File: src/hdl/uoe_pkg.sv
// Constants and types shared by the OUT endpoint descriptor block.
// Assumes a 32-bit classic Wishbone slave and one system clock.
package uoe_pkg;

    // =====================================================================
    // Buffer address format
    localparam int unsigned ADDR_W   = 11;
    localparam int unsigned BASE_W   = 8;
    localparam int unsigned BASE_PAD = 3;
    localparam int unsigned CNT_W    = 7;
    localparam logic [6:0]  MAX_BYTES = 7'h40;

    // =====================================================================
    // Descriptor entry indices (byte address is four times the index)
    localparam logic [2:0] OFS_CFG   = 3'h0;
    localparam logic [2:0] OFS_XBASE = 3'h1;
    localparam logic [2:0] OFS_XCNT  = 3'h2;
    localparam logic [2:0] OFS_YBASE = 3'h5;
    localparam logic [2:0] OFS_YCNT  = 3'h6;
    localparam logic [2:0] OFS_SIZE  = 3'h7;
    localparam logic [5:0] IDX_IRQ_STS = 6'h20;
    localparam logic [5:0] IDX_IRQ_MSK = 6'h21;

    // =====================================================================
    // Field positions and masks
    localparam int unsigned CFG_EN   = 7;
    localparam int unsigned CFG_ISO  = 6;
    localparam int unsigned CFG_TOG  = 5;
    localparam int unsigned CFG_DOUBLE_BUFFER_ENABLE = 4;
    localparam int unsigned CFG_STALL = 3;
    localparam int unsigned CFG_IE   = 2;
    localparam int unsigned CNT_NAK  = 7;
    localparam logic [7:0]  CFG_WR_MASK  = 8'hFC;
    localparam logic [7:0]  SIZE_WR_MASK = 8'h7F;
    localparam logic [7:0]  REG_RESET    = 8'h00;

    // =====================================================================
    // Handshake codes and receive states
    typedef enum logic [1:0] {
        UOE_HS_ACK   = 2'b00,
        UOE_HS_NAK   = 2'b01,
        UOE_HS_STALL = 2'b10
    } uoe_hs_t;

    typedef enum logic [1:0] {
        UOE_ST_IDLE = 2'b00,
        UOE_ST_RECV = 2'b01,
        UOE_ST_DROP = 2'b10
    } uoe_st_t;

endpackage

File: src/hdl/uoe_wr_if.sv
// Link between the descriptor logic and its buffer writer.
// Assumes both ends run on the same system clock.
`timescale 1ns/1ps
interface uoe_wr_if;
    logic        start;
    logic [7:0]  base;
    logic        bvld;
    logic [7:0]  bdat;
    logic        ram_we;
    logic [10:0] ram_addr;
    logic [7:0]  ram_wdata;
    logic [6:0]  count;
    logic        ovf;
    modport ctl (output start, base, bvld, bdat,
                 input ram_we, ram_addr, ram_wdata, count, ovf);
    modport wr  (input start, base, bvld, bdat,
                 output ram_we, ram_addr, ram_wdata, count, ovf);
endinterface

File: src/hdl/uoe_buf_writer.sv
// Writes the bytes of one OUT packet into buffer RAM from a base address.
// Assumes start precedes the first byte by at least one cycle.
`timescale 1ns/1ps
module uoe_buf_writer
    import uoe_pkg::*;
(
    // Clock and reset
    input wire logic clk,
    input wire logic rst_n,
    // Control side
    uoe_wr_if.wr     wr
);

    logic [ADDR_W-1:0] ptr_ff;
    logic [CNT_W-1:0]  cnt_ff;
    logic              ovf_ff;
    logic              we_ff;
    logic [ADDR_W-1:0] addr_ff;
    logic [7:0]        data_ff;

    // =====================================================================
    // Full address from the stored upper bits
    function automatic logic [ADDR_W-1:0] full_addr(input logic [BASE_W-1:0] b);
        full_addr = {b, {BASE_PAD{1'b0}}};
    endfunction

    // Pointer and count; every packet starts at the base, base untouched
    always_ff @(posedge clk or negedge rst_n) begin
        if (!rst_n) begin
            ptr_ff <= '0;
            cnt_ff <= '0;
            ovf_ff <= 1'b0;
        end else if (wr.start) begin
            ptr_ff <= full_addr(wr.base);
            cnt_ff <= '0;
            ovf_ff <= 1'b0;
        end else if (wr.bvld) begin
            // Bytes past the limit are dropped, not written over neighbours
            if (cnt_ff < MAX_BYTES) begin
                ptr_ff <= ptr_ff + 11'h001;
                cnt_ff <= cnt_ff + 7'h01;
            end else begin
                ovf_ff <= 1'b1;
            end
        end
    end

    // RAM write port, registered
    always_ff @(posedge clk or negedge rst_n) begin
        if (!rst_n) begin
            we_ff   <= 1'b0;
            addr_ff <= '0;
            data_ff <= '0;
        end else begin
            we_ff   <= wr.bvld && !wr.start && (cnt_ff < MAX_BYTES);
            addr_ff <= ptr_ff;
            data_ff <= wr.bdat;
        end
    end

    assign wr.ram_we    = we_ff;
    assign wr.ram_addr  = addr_ff;
    assign wr.ram_wdata = data_ff;
    assign wr.count     = cnt_ff;
    assign wr.ovf       = ovf_ff;

endmodule // uoe_buf_writer

File: src/hdl/usb_out_endpoint_descriptor.sv
// Descriptors of OUT endpoints 1 to 3 and the logic that acts on them.
// Assumes a packet engine on the same clock and a 32-bit Wishbone master.
//
// Implementation choices: the address map and register access over Wishbone.
`timescale 1ns/1ps
module usb_out_endpoint_descriptor
    import uoe_pkg::*;
#(
    parameter int unsigned EP_COUNT = 3
) (
    // Clock and reset
    input  wire logic        CLK_SYS,
    input  wire logic        RSTN,
    // Wishbone slave
    input  wire logic        WB_CYC_I,
    input  wire logic        WB_STB_I,
    input  wire logic        WB_WE_I,
    input  wire logic [7:0]  WB_ADR_I,
    input  wire logic [3:0]  WB_SEL_I,
    input  wire logic [31:0] WB_DAT_I,
    output      logic [31:0] WB_DAT_O,
    output      logic        WB_ACK_O,
    // OUT packet from the packet engine
    input  wire logic        OUT_START,
    input  wire logic [1:0]  OUT_EP,
    input  wire logic        OUT_PID_DATA1,
    input  wire logic        OUT_BYTE_VLD,
    input  wire logic [7:0]  OUT_BYTE,
    input  wire logic        OUT_DONE,
    input  wire logic        OUT_ABORT,
    // Handshake back to the packet engine
    output      logic        HS_VLD,
    output      logic [1:0]  HS_CODE,
    // Buffer RAM write port
    output      logic        RAM_WE,
    output      logic [10:0] RAM_ADDR,
    output      logic [7:0]  RAM_WDATA,
    // Interrupt
    output      logic        IRQ
);

    // =====================================================================
    // Elaboration checks
    // The endpoint field is two bits and endpoint 0 is not served here
    if (EP_COUNT < 1 || EP_COUNT > 3) begin : g_bad_ep_count
        $error("EP_COUNT must be 1 to 3");
    end
    // The stored base plus its zero padding must fill the buffer address
    if (BASE_W + BASE_PAD != ADDR_W) begin : g_bad_addr_w
        $error("base width and padding do not match the buffer address");
    end

    // =====================================================================
    // Descriptor storage
    logic [7:0] cfg_ff   [EP_COUNT];
    logic [7:0] xbase_ff [EP_COUNT];
    logic [7:0] xcnt_ff  [EP_COUNT];
    logic [7:0] ybase_ff [EP_COUNT];
    logic [7:0] ycnt_ff  [EP_COUNT];
    logic [7:0] size_ff  [EP_COUNT];

    logic [EP_COUNT-1:0] irq_sts_ff;
    logic [EP_COUNT-1:0] irq_msk_ff;

    // Bus slave state
    logic        ack_ff;
    logic [31:0] rdat_ff;
    logic        bus_req;
    logic        bus_wr;
    logic [5:0]  widx;
    logic [2:0]  wep;

    // Receive state
    uoe_st_t     st_ff;
    uoe_st_t     nxt_st;
    logic [1:0]  cur_ep_ff;
    logic        cur_y_ff;
    uoe_hs_t     pend_ff;
    logic        hs_vld_ff;
    uoe_hs_t     hs_code_ff;
    logic        commit;
    logic        start_ok;
    logic [1:0]  req_idx;
    logic        req_valid;
    logic [7:0]  req_cfg;
    logic        req_y;
    logic [7:0]  req_cnt;

    uoe_wr_if wif ();

    // =====================================================================
    // Helper functions
    // Buffer chosen for a packet from the configuration byte
    function automatic logic pick_y(input logic [7:0] cfg);
        pick_y = cfg[CFG_DOUBLE_BUFFER_ENABLE] & cfg[CFG_TOG];
    endfunction

    // Endpoint index of a register word, valid flag in the top bit
    function automatic logic [2:0] ep_of(input logic [5:0] idx);
        logic [2:0] n;
        n = {1'b0, idx[4:3]};
        if (idx[5] || n == 3'h0 || n > EP_COUNT[2:0]) begin
            ep_of = 3'h0;
        end else begin
            ep_of = {1'b1, 2'(n - 3'h1)};
        end
    endfunction

    // =====================================================================
    // Wishbone decode; answer one cycle after the request is seen
    assign bus_req = WB_CYC_I && WB_STB_I && !ack_ff;
    assign bus_wr  = bus_req && WB_WE_I && WB_SEL_I[0];
    assign widx    = WB_ADR_I[7:2];
    // Endpoint slot of the word, decoded once for reads and writes alike
    assign wep     = ep_of(widx);

    always_ff @(posedge CLK_SYS or negedge RSTN) begin
        if (!RSTN) begin
            ack_ff <= 1'b0;
        end else begin
            ack_ff <= bus_req;
        end
    end

    // Read data, captured with the request so it stands with ack
    always_ff @(posedge CLK_SYS or negedge RSTN) begin
        if (!RSTN) begin
            rdat_ff <= '0;
        end else if (bus_req) begin
            rdat_ff <= '0;
            if (widx == IDX_IRQ_STS) begin
                rdat_ff[EP_COUNT-1:0] <= irq_sts_ff;
            end else if (widx == IDX_IRQ_MSK) begin
                rdat_ff[EP_COUNT-1:0] <= irq_msk_ff;
            end else if (wep[2]) begin
                unique case (widx[2:0])
                    OFS_CFG:   rdat_ff[7:0] <= cfg_ff[wep[1:0]];
                    OFS_XBASE: rdat_ff[7:0] <= xbase_ff[wep[1:0]];
                    OFS_XCNT:  rdat_ff[7:0] <= xcnt_ff[wep[1:0]];
                    OFS_YBASE: rdat_ff[7:0] <= ybase_ff[wep[1:0]];
                    OFS_YCNT:  rdat_ff[7:0] <= ycnt_ff[wep[1:0]];
                    OFS_SIZE:  rdat_ff[7:0] <= size_ff[wep[1:0]];
                    default:   rdat_ff[7:0] <= 8'h00;          // Spare entries
                endcase
            end
        end
    end

    assign WB_ACK_O = ack_ff;
    assign WB_DAT_O = rdat_ff;

    // =====================================================================
    // Request lookup for an incoming OUT packet
    assign req_valid = (OUT_EP != 2'h0) && ({1'b0, OUT_EP} <= EP_COUNT[2:0]);
    assign req_idx   = 2'(OUT_EP - 2'h1);
    assign req_cfg   = req_valid ? cfg_ff[req_idx] : REG_RESET;
    assign req_y     = pick_y(req_cfg);
    // Count and NAK flag of the buffer this packet would fill
    assign req_cnt   = !req_valid ? REG_RESET :
                       req_y ? ycnt_ff[req_idx] : xcnt_ff[req_idx];
    // Only an enabled endpoint is looked at at all
    assign start_ok  = (st_ff == UOE_ST_IDLE) && OUT_START
                       && req_valid && req_cfg[CFG_EN];

    // Good packet with fresh data lands in the buffer
    assign commit = (st_ff == UOE_ST_RECV) && OUT_DONE && !wif.ovf;

    // =====================================================================
    // Descriptor registers; hardware updates win over a same-cycle write
    always_ff @(posedge CLK_SYS or negedge RSTN) begin
        if (!RSTN) begin
            for (int i = 0; i < EP_COUNT; i++) begin
                cfg_ff[i]   <= REG_RESET;
                xbase_ff[i] <= REG_RESET;
                xcnt_ff[i]  <= REG_RESET;
                ybase_ff[i] <= REG_RESET;
                ycnt_ff[i]  <= REG_RESET;
                size_ff[i]  <= REG_RESET;
            end
        end else begin
            // Firmware writes; only byte lane 0 carries a register
            if (bus_wr && wep[2]) begin
                unique case (widx[2:0])
                    OFS_CFG:   cfg_ff[wep[1:0]]   <= WB_DAT_I[7:0] & CFG_WR_MASK;
                    OFS_XBASE: xbase_ff[wep[1:0]] <= WB_DAT_I[7:0];
                    OFS_XCNT:  xcnt_ff[wep[1:0]]  <= WB_DAT_I[7:0];
                    OFS_YBASE: ybase_ff[wep[1:0]] <= WB_DAT_I[7:0];
                    OFS_YCNT:  ycnt_ff[wep[1:0]]  <= WB_DAT_I[7:0];
                    OFS_SIZE:  size_ff[wep[1:0]]  <= WB_DAT_I[7:0] & SIZE_WR_MASK;
                    default:   ;                               // Spare entries
                endcase
            end
            // Received packet: count, buffer full, toggle advances
            if (commit) begin
                if (cur_y_ff) begin
                    ycnt_ff[cur_ep_ff] <= {1'b1, wif.count};
                end else begin
                    xcnt_ff[cur_ep_ff] <= {1'b1, wif.count};
                end
                cfg_ff[cur_ep_ff][CFG_TOG] <= ~cfg_ff[cur_ep_ff][CFG_TOG];
            end
        end
    end

    // =====================================================================
    // Receive sequencer
    always_comb begin
        nxt_st = st_ff;
        unique case (st_ff)
            UOE_ST_IDLE: begin
                if (start_ok) begin
                    // Stall or a full buffer: data is discarded
                    if (req_cfg[CFG_STALL] || req_cnt[CNT_NAK]) begin
                        nxt_st = UOE_ST_DROP;
                    end else if (OUT_PID_DATA1 != req_cfg[CFG_TOG]) begin
                        // Host missed our last ACK; the data is already held
                        nxt_st = UOE_ST_DROP;
                    end else begin
                        nxt_st = UOE_ST_RECV;
                    end
                end
            end
            UOE_ST_RECV, UOE_ST_DROP: begin
                if (OUT_DONE || OUT_ABORT) begin
                    nxt_st = UOE_ST_IDLE;
                end
            end
            default: nxt_st = UOE_ST_IDLE;
        endcase
    end

    // Sequencer state register
    always_ff @(posedge CLK_SYS or negedge RSTN) begin
        if (!RSTN) begin
            st_ff <= UOE_ST_IDLE;
        end else begin
            st_ff <= nxt_st;
        end
    end

    // Packet context latched at the start
    always_ff @(posedge CLK_SYS or negedge RSTN) begin
        if (!RSTN) begin
            cur_ep_ff <= 2'h0;
            cur_y_ff  <= 1'b0;
            pend_ff   <= UOE_HS_ACK;
        end else if (start_ok) begin
            cur_ep_ff <= req_idx;
            cur_y_ff  <= req_y;
            if (req_cfg[CFG_STALL]) begin
                pend_ff <= UOE_HS_STALL;
            end else if (req_cnt[CNT_NAK]) begin
                pend_ff <= UOE_HS_NAK;
            end else begin
                // Repeated packet after a lost ACK: acknowledge again
                pend_ff <= UOE_HS_ACK;
            end
        end
    end

    // Handshake pulse at the end of a good or dropped packet; aborts get none
    always_ff @(posedge CLK_SYS or negedge RSTN) begin
        if (!RSTN) begin
            hs_vld_ff  <= 1'b0;
            hs_code_ff <= UOE_HS_ACK;
        end else begin
            hs_vld_ff <= 1'b0;
            // An overflowed packet gets no handshake, so the host retries it
            if (st_ff == UOE_ST_DROP && OUT_DONE && !OUT_ABORT) begin
                hs_vld_ff  <= 1'b1;
                hs_code_ff <= pend_ff;
            end else if (commit && !OUT_ABORT) begin
                hs_vld_ff  <= 1'b1;
                hs_code_ff <= UOE_HS_ACK;
            end
        end
    end

    assign HS_VLD  = hs_vld_ff;
    assign HS_CODE = hs_code_ff;

    // =====================================================================
    // Buffer writer: base picked by the buffer choice
    assign wif.start = start_ok;
    assign wif.base  = req_y ? ybase_ff[req_idx] : xbase_ff[req_idx];
    assign wif.bvld  = (st_ff == UOE_ST_RECV) && OUT_BYTE_VLD;
    assign wif.bdat  = OUT_BYTE;

    uoe_buf_writer u_wr (
        .clk   (CLK_SYS),
        .rst_n (RSTN),
        .wr    (wif.wr)
    );

    // Buffer RAM port comes straight from the writer's flops
    assign RAM_WE    = wif.ram_we;
    assign RAM_ADDR  = wif.ram_addr;
    assign RAM_WDATA = wif.ram_wdata;

    // =====================================================================
    // Interrupt status and mask; a new event beats a same-cycle clear
    always_ff @(posedge CLK_SYS or negedge RSTN) begin
        if (!RSTN) begin
            irq_sts_ff <= '0;
            irq_msk_ff <= '0;
        end else begin
            // Mask is plain firmware state, never touched by hardware
            if (bus_wr && widx == IDX_IRQ_MSK) begin
                irq_msk_ff <= WB_DAT_I[EP_COUNT-1:0];
            end
            for (int i = 0; i < EP_COUNT; i++) begin
                if (commit && cur_ep_ff == 2'(i) && cfg_ff[i][CFG_IE]) begin
                    irq_sts_ff[i] <= 1'b1;
                end else if (bus_wr && widx == IDX_IRQ_STS && WB_DAT_I[i]) begin
                    irq_sts_ff[i] <= 1'b0;
                end
            end
        end
    end

    // Level output while any unmasked event is pending
    assign IRQ = |(irq_sts_ff & irq_msk_ff);

endmodule // usb_out_endpoint_descriptor

File: config.mk
export PLATFORM = sky130hd
export DESIGN_NAME = usb_out_endpoint_descriptor
export DESIGN_NICKNAME = d
export VERILOG_FILES = /design/src/hdl/uoe_pkg.sv /design/src/hdl/uoe_wr_if.sv /design/src/hdl/uoe_buf_writer.sv /design/src/hdl/usb_out_endpoint_descriptor.sv
export SDC_FILE = /design/constraint.sdc
export NUM_CORES = 1
export LEC_CHECK = 0
export ABC_AREA = 1
export ABC_CLOCK_PERIOD_IN_PS = 3000
export BUFFER_PORTS_ARGS = -buffer_cell sky130_fd_sc_hd__buf_4
export CAP_MARGIN = 15
export CORE_MARGIN = 2
export CORE_UTILIZATION = 60
export CTS_CLUSTER_SIZE = 10
export DETAILED_ROUTE_END_ITERATION = 8
export PLACE_DENSITY = 0.8
export SLEW_MARGIN = 15
export SYNTH_ARGS = -nofsm -noshare
export SYNTH_HDL_FRONTEND = slang
export SYNTH_SLANG_ARGS = --single-unit
File: constraint.sdc
create_clock -name CLK_SYS -period 3 [get_ports CLK_SYS]
set_clock_uncertainty 0.1 [all_clocks]
set_input_delay 0.6 -clock CLK_SYS [delete_from_list [all_inputs] [get_ports CLK_SYS]]
set_output_delay 0.6 -clock CLK_SYS [all_outputs]
set_load 0.01 [all_outputs]
==> After elaboration in Yosys (flattened, before gate mapping) <==
Index checks and enable logic that the tools add are counted.
{ "totals": {"regBits": 208, "inputBits": 64, "output_inout_bits": 57, "word_cells": 221} }
{ "classes": {"n_addsub": 4, "n_lt_le_gt_ge": 6, "eq_ne": 15, "muxes": 99, "bitwise": 6, "n_reduce_logical": 55} }
{ "ops": {"columns": ["op", "count"], "rows": [
  ["2-to-1 mux 24 bit", 11],
  ["2-to-1 mux 8 bit", 29],
  ["bitwise mux 24 bit", 9],
  ["binary-select mux 8 bit (select 2 bit)", 12],
  ["demux 8 bit (select 2 bit)", 3],
  ["case mux 8 bit (6 select lines)", 1],
  ["2-to-1 mux 11 bit", 3],
  ["logical AND 1 bit", 29],
  ["2-to-1 mux 7 bit", 3],
  ["2-to-1 mux 6 bit", 3],
  ["2-to-1 mux 2 bit", 7],
  ["nonzero test 2 bit", 7],
  ["== test 6 bit, second input constant", 2],
  ["2-to-1 mux 1 bit", 12],
  ["AND reduction 2 bit", 6],
  ["adder 11 x 1 -> 11 bit, second input constant", 1],
  ["2-to-1 mux 5 bit", 2],
  ["== test 3 bit, second input constant", 3],
  [">= comparator 3 bit, second input constant", 3],
  ["2-to-1 mux 3 bit", 3],
  ["inverter 2 -> 3 bit", 3],
  ["adder 7 x 1 -> 7 bit, second input constant", 1],
  ["less-than comparator 7 bit, second input constant", 1],
  ["logical NOT 2 bit", 3],
  ["other kinds (18)", 28]
]} }

==> Longest topological paths before layout <==
{ "depth": {"word_depth": 14, "ltp_mapped": 17} }

==> By module <==
A second synthesis with hierarchy kept.
{ "hier_totals": {"cells_unflattened": 1309, "area_unflattened_um2": 10293.6} }
{ "by_module_without_submodules": {"columns": ["module", "n_inst", "cells_each", "area_each_um2", "seq_area_each_um2"], "rows": [
  ["usb_out_endpoint_descriptor", 1, 1147, 8682.1, 4003.8],
  ["uoe_buf_writer", 1, 162, 1611.5, 975.9]
]} }

==> Worst setup path after synthesis <==
No wires, ideal clock.
{ "synth_path": {"path_type": "input to register", "from": "input WB_ADR_I[5]", "to": "register xcnt_ff[5] (netlist bit)", "setup_time_ns": 0.064, "arrival_time_ns": 2.347, "slack_ns": 0.489, "cell_stages": 11, "n_path_buf": 2, "path_cell_list": "inv_2 clkbuf_1 ha_1 inv_2 nand2_2 nor3_4 nand2_2 buf_2 o211ai_1 o21ai_0 inv_1"} }
{ "synth_via": {"elab_chain_cells": 14, "elab_cells_between_ends": 17, "classes_between": "1 x add/sub; 2 x order compare; 9 x mux; 1 x bitwise; 4 x reduce/logical"} }
{ "synth_rtl": {"columns": ["element", "line", "text"], "rows": [
  ["start: declaration", "usb_out_endpoint_descriptor.sv:18", "input wire logic [7:0] WB_ADR_I,"],
  ["branches (longest 2 deep; another with subtractor 2 x 1 -> 2 bit)", null, null],
  ["2-to-1 mux 3 bit *", "usb_out_endpoint_descriptor.sv:102", "if (idx[5] || n == 3'h0 || n > EP_COUNT[2:0]) begin"],
  ["inverter 2 -> 3 bit (implied by the code)", "usb_out_endpoint_descriptor.sv:186", "OFS_XCNT: xcnt_ff[wep[1:0]] <= WB_DAT_I[7:0];"],
  [">= comparator 3 bit (implied by the code) or less-than comparator 3 x 1 -> 1 bit (tied branches)", "usb_out_endpoint_descriptor.sv:186", null],
  ["logical AND 1 bit (implied by the code)", "usb_out_endpoint_descriptor.sv:186", null],
  ["2-to-1 mux 8 bit (implied by the code)", "usb_out_endpoint_descriptor.sv:186", null],
  ["demux 8 bit (select 2 bit)", "usb_out_endpoint_descriptor.sv:186", null],
  ["bitwise mux 24 bit", "usb_out_endpoint_descriptor.sv:186", null],
  ["2-to-1 mux 24 bit", "usb_out_endpoint_descriptor.sv:183", "unique case (widx[2:0])"],
  ["2-to-1 mux 24 bit *", "usb_out_endpoint_descriptor.sv:182", "if (bus_wr && wep[2]) begin"],
  ["bitwise mux 24 bit", "usb_out_endpoint_descriptor.sv:198", "xcnt_ff[cur_ep_ff] <= {1'b1, wif.count};"],
  ["2-to-1 mux 24 bit", "usb_out_endpoint_descriptor.sv:195", "if (cur_y_ff) begin"],
  ["2-to-1 mux 24 bit *", "usb_out_endpoint_descriptor.sv:194", "if (commit) begin"],
  ["end signal: indexed assignment", "usb_out_endpoint_descriptor.sv:186", null],
  ["end signal: indexed assignment", "usb_out_endpoint_descriptor.sv:198", null],
  ["end: declaration", "usb_out_endpoint_descriptor.sv:57", "logic [7:0] xcnt_ff [EP_COUNT];"]
]} }
Every way passes the cells marked *.
A chain may end at the register's enable or synchronous reset.

==> Worst setup path in the final report <==
{ "layout_path": {"from": "register st_ff[1]", "to": "register u_wr.cnt_ff[3] (netlist: u_wr.wr.count[3])"} }
{ "layout_via": {"elab_chain_cells": 6, "elab_cells_between_ends": 10, "classes_between": "1 x eq/ne; 1 x mux; 8 x reduce/logical"} }
{ "layout_rtl": {"columns": ["element", "line", "text"], "rows": [
  ["start: declaration", "usb_out_endpoint_descriptor.sv:74", "uoe_st_t st_ff;"],
  ["start signal: assignment", "usb_out_endpoint_descriptor.sv:237", "st_ff <= nxt_st;"],
  ["logical NOT 2 bit", "usb_out_endpoint_descriptor.sv:162", "assign start_ok = (st_ff == UOE_ST_IDLE) && OUT_START"],
  ["logical AND 1 bit", "usb_out_endpoint_descriptor.sv:162", null],
  ["logical AND 1 bit (2 in a row)", "usb_out_endpoint_descriptor.sv:163", "&& req_valid && req_cfg[CFG_EN];"],
  ["nonzero test 2 bit (no line)", null, null],
  ["AND reduction 2 bit (no line)", null, null],
  ["end signal: assignment", "uoe_buf_writer.sv:41", "cnt_ff <= cnt_ff + 7'h01;"],
  ["end: declaration", "uoe_buf_writer.sv:15", "logic [CNT_W-1:0] cnt_ff;"]
]} }
Parallel ways exist; a longest one is shown, timed or not.

==> flow_metrics.py <==
metrics = {
    "finish": {
        "antenna_cells": 0,
        "n_fill_cell": 1385,
        "multiInputGateArea_mm2": 0.004509,
        "drive_above_1_share_pct": 12.59,
        "synthToLayoutAreaGrowth_pct": 12.95,
        "fin_util_pct": 69.53,
        "fin_nets": 1432,
        "seqCellArea_mm2": 0.004980,
    },
    "critical_path": {
        "crit_type": "reg -> reg",
        "cp-end-kind": "flip-flop",
        "startpoint_type": "flip-flop",
        "crit_path_cell_trace": "inv_1, ha_1, nand2_1, nor2_1, inv_1, nor2_2, inv_1, o22ai_1",
        "arrival_ps": 2870,
        "slowest_delay_ps": 540,
        "critPathMaxFanout": 8,
        "worstPathRequired_ps": 3260,
        "crit_path_top_delay_cell": "nor2_1",
        "crit_top_cell": "inv_1",
    },
    "sta": {
        "drv_slew": 0,
        "finalHoldViolCount": 0,
        "slew_headroom_pct": 42.17,
        "setup_viol": 0,
        "rsz0062_at_grt": "no",
        "whs_ps": 77.87,
        "tightestPinTransition_ps": 867.4,
        "period_share_pct": 86.91,
        "timing.setup.tns_ps": 0,
        "fmax_ghz": 0.3835,
        "layout_min_cycle_time_ps": 2607,
    },
    "die": {
        "initial_core_util_pct": 61.56,
        "core_area_mm2": 0.01664,
        "die_y_um": 134.7,
        "io_pins": 121,
        "die_x_um": 134.7,
        "rows": 47,
        "dieArea_mm2": 0.01814,
    },
    "logic_synthesis": {
        "synth.area.top_cells": "dfrtp_1 (49%), nand2_1 (16%), o21ai_0 (8.8%), inv_1 (3.2%), o211ai_1 (2.8%)",
        "async_reset_ff_share_pct": 100.0,
        "synthCells": 1305,
        "synth-seq-cells": 199,
        "synth_top_area_share_pct": 48.61,
        "ys.flop_type": "dfrtp_1",
        "ys_top_cells_by_count": "nand2_1 (443), dfrtp_1 (199), o21ai_0 (181), inv_1 (86), nand3_1 (56)",
        "synth_top_area_cell": "dfrtp_1",
        "yosys_warnings": 0,
        "synth-edff-count": 0,
        "synth_cell_type_count": 42,
        "avgSynthCellArea_um2": 7.850,
        "ys_seq_area_share_pct": 48.61,
        "syn-cell-area_mm2": 0.01024,
        "post-synth-top-count-cell": "nand2_1",
    },
    "power": {
        "p_sw_mw": 2.330,
        "power_leakage_nw": 5.587,
        "clkPwrFrac_pct": 33.3,
        "swShare_pct": 31.77,
        "p_per_area_mw_per_mm2": 633.6,
        "combPwrFrac_pct": 20.0,
        "ir_worst_vdd_v": 0.0004619,
        "seqPwrFrac_pct": 46.7,
        "p_int_mw": 5.002,
    },
    "routing": {
        "routed_wirelength_mm": 29.68,
        "drt_iter0_markers": 994,
        "vias": 9468,
        "vias_per_cell": 5.940,
        "wl_per_cell_um": 18.62,
        "dr.pass1.iters": 6,
        "drtAntennaViolNets": 0,
        "drc": 0,
    },
    "flow_run": {
        "cap_violations": 0,
    },
    "clocking": {
        "cts.sink_count": 199,
        "cts-resized-gates": 0,
        "cts_root_buffer": "clkbuf_16",
        "postCtsHoldBufs": 0,
        "cts_made_buffers": 17,
        "cts.path.max_buffers": 2,
        "cts_setup_buffers": 0,
        "cts_tree": "built",
        "clock_latency_ps": 450,
        "clk_pin_slew_ps": 70,
        "h-tree-depth": 4,
    },
    "worst_hold_path": {
        "worstHoldPathType": "in -> async",
    },
    "global_routing": {
        "grt_pass1_vias": 8956,
        "overflow": 0,
        "antenna_found_initial": 0,
        "gr-usage-all-layers_pct": 34.18,
        "grt_max_degree": 77,
        "grt_pass1_wl_mm": 47.24,
    },
    "placement": {
        "dpl.hpwl_mm": 19.97,
        "io_buffers": 67,
        "gp_congestion": 0.9858,
    },
    "outcome": {
        "status": "complete, no violations",
    },
}
## critical path, delay by kind of cell (launching register included)
family	cells	cell delay [ps]
flops	1	400
simple gates	3	1030
compound gates	1	180
fa+ha+maj	1	200
buf+inv	3	600
## flip-flops by register name, indices dropped and copies added, names as in the netlist, 3 cells and up
| name | count |
|---|---|
| WB_DAT_O | 8 |
| cfg_ff | 18 |
| irq_msk_ff | 3 |
| irq_sts_ff | 3 |
| size_ff | 21 |
| u_wr.ptr_ff | 11 |
| u_wr.wr.count | 7 |
| u_wr.wr.ram_addr | 11 |
| u_wr.wr.ram_wdata | 8 |
| xbase_ff | 24 |
| xcnt_ff | 24 |
| ybase_ff | 24 |
| ycnt_ff | 24 |
## layer usage
| metal | vias up | routed length, um | GRT usage [%] |
|---|---|---|---|
| li1 | 4359 | - | - |
| met1 | 4470 | 11530 | 44.81 |
| met2 | 528 | 13910 | 53.81 |
| met3 | 111 | 2724 | 6.907 |
| met4 | 0 | 1510 | 18.48 |
| met5 | - | 0 | 0 |
## power by group through the flow
| stage | logic (mW) | registers [mW] | clock network (mW) |
|---|---|---|---|
| floorplan | 0.876 | 3.40 | 0 |
| global placement | 1.37 | 3.44 | 0 |
| detailed placement | 1.42 | 3.45 | 0 |
| CTS | 1.46 | 3.41 | 2.45 |
| global route | 1.64 | 3.46 | 2.55 |
| finish | 1.47 | 3.43 | 2.44 |
## kinds of logic (layout without fill, tap and decap cells)
family          after synthesis  after routing  share of synthesized area (%)
xor+xnor                     12             12                          1.026
buf+inv                     186            232                          8.256
simple gates                601            601                          25.04
other cells                   1             24                        0.03660
fa+ha+maj                     7              7                         0.8549
flops                       199            199                          48.61
compound gates              299            299                          16.18
## metrics by stage
| stage | power, mW | setup slack [ps] | cell area [um2] | std cells |
|---|---|---|---|---|
| 2_1_floorplan | 4.271 | 488.9 | 10330 | 1328 |
| 3_3_place_gp | 4.812 | 235.5 | 10950 | 1562 |
| 3_5_place_dp | 4.871 | 141.8 | 10950 | 1562 |
| 4_1_cts | 7.320 | 465.8 | 11570 | 1594 |
| 5_1_grt | 7.652 | 288.1 | 11570 | 1594 |
| 6_report | 7.332 | 392.7 | 11570 | 1594 |
## placed cells by master, fill, tap and decap left out, types with 2 or more instances in the layout
cell type   count
buf_12          3
o21ai_0       181
o21ai_1        11
nand2_2         7
ha_1            7
a31oi_1         8
xor2_1         10
inv_6           3
conb_1         24
buf_4         100
o21a_1          7
clkbuf_8        3
o211ai_1       38
clkinvlp_4      3
a22oi_1         2
nor2_4          5
nor3_4          2
dfrtp_1       199
xnor2_1         2
inv_1          86
o22ai_1        15
nand3b_1        2
bufinv_16       3
a21oi_1        33
nor3_1          2
nor2_1         42
nand3_2         2
nand2_1       443
clkbuf_16      17
nand4_1        27
inv_2           9
clkinv_4        3
nand3_1        56
nor2_2          6
## layout make-up
class	count	share of cell area, %
clock buffer	20	3.947
clock inverter	12	1.427
inverter	96	3.114
multi-input combinational	943	38.97
sequential	199	43.04
tap	220	2.379
timing repair buffer	104	7.126
## worst paths after layout
kind                            slack (ps)  depth (start not counted)            start              endpoint
max in group asynchronous             1990                          2             RSTN          ybase_ff[18]
worst min register to register         340                          0  u_wr.ptr_ff[10]  u_wr.wr.ram_addr[10]
worst max register to register         390                          8         st_ff[1]      u_wr.wr.count[3]
worst max-delay path                   390                          8         st_ff[1]      u_wr.wr.count[3]
min in group CLK_SYS                   150                          1      OUT_BYTE[7]  u_wr.wr.ram_wdata[7]
worst min-delay path                    80                          1             RSTN          xbase_ff[19]
Note: power is estimated with default switching activity, not from simulation.
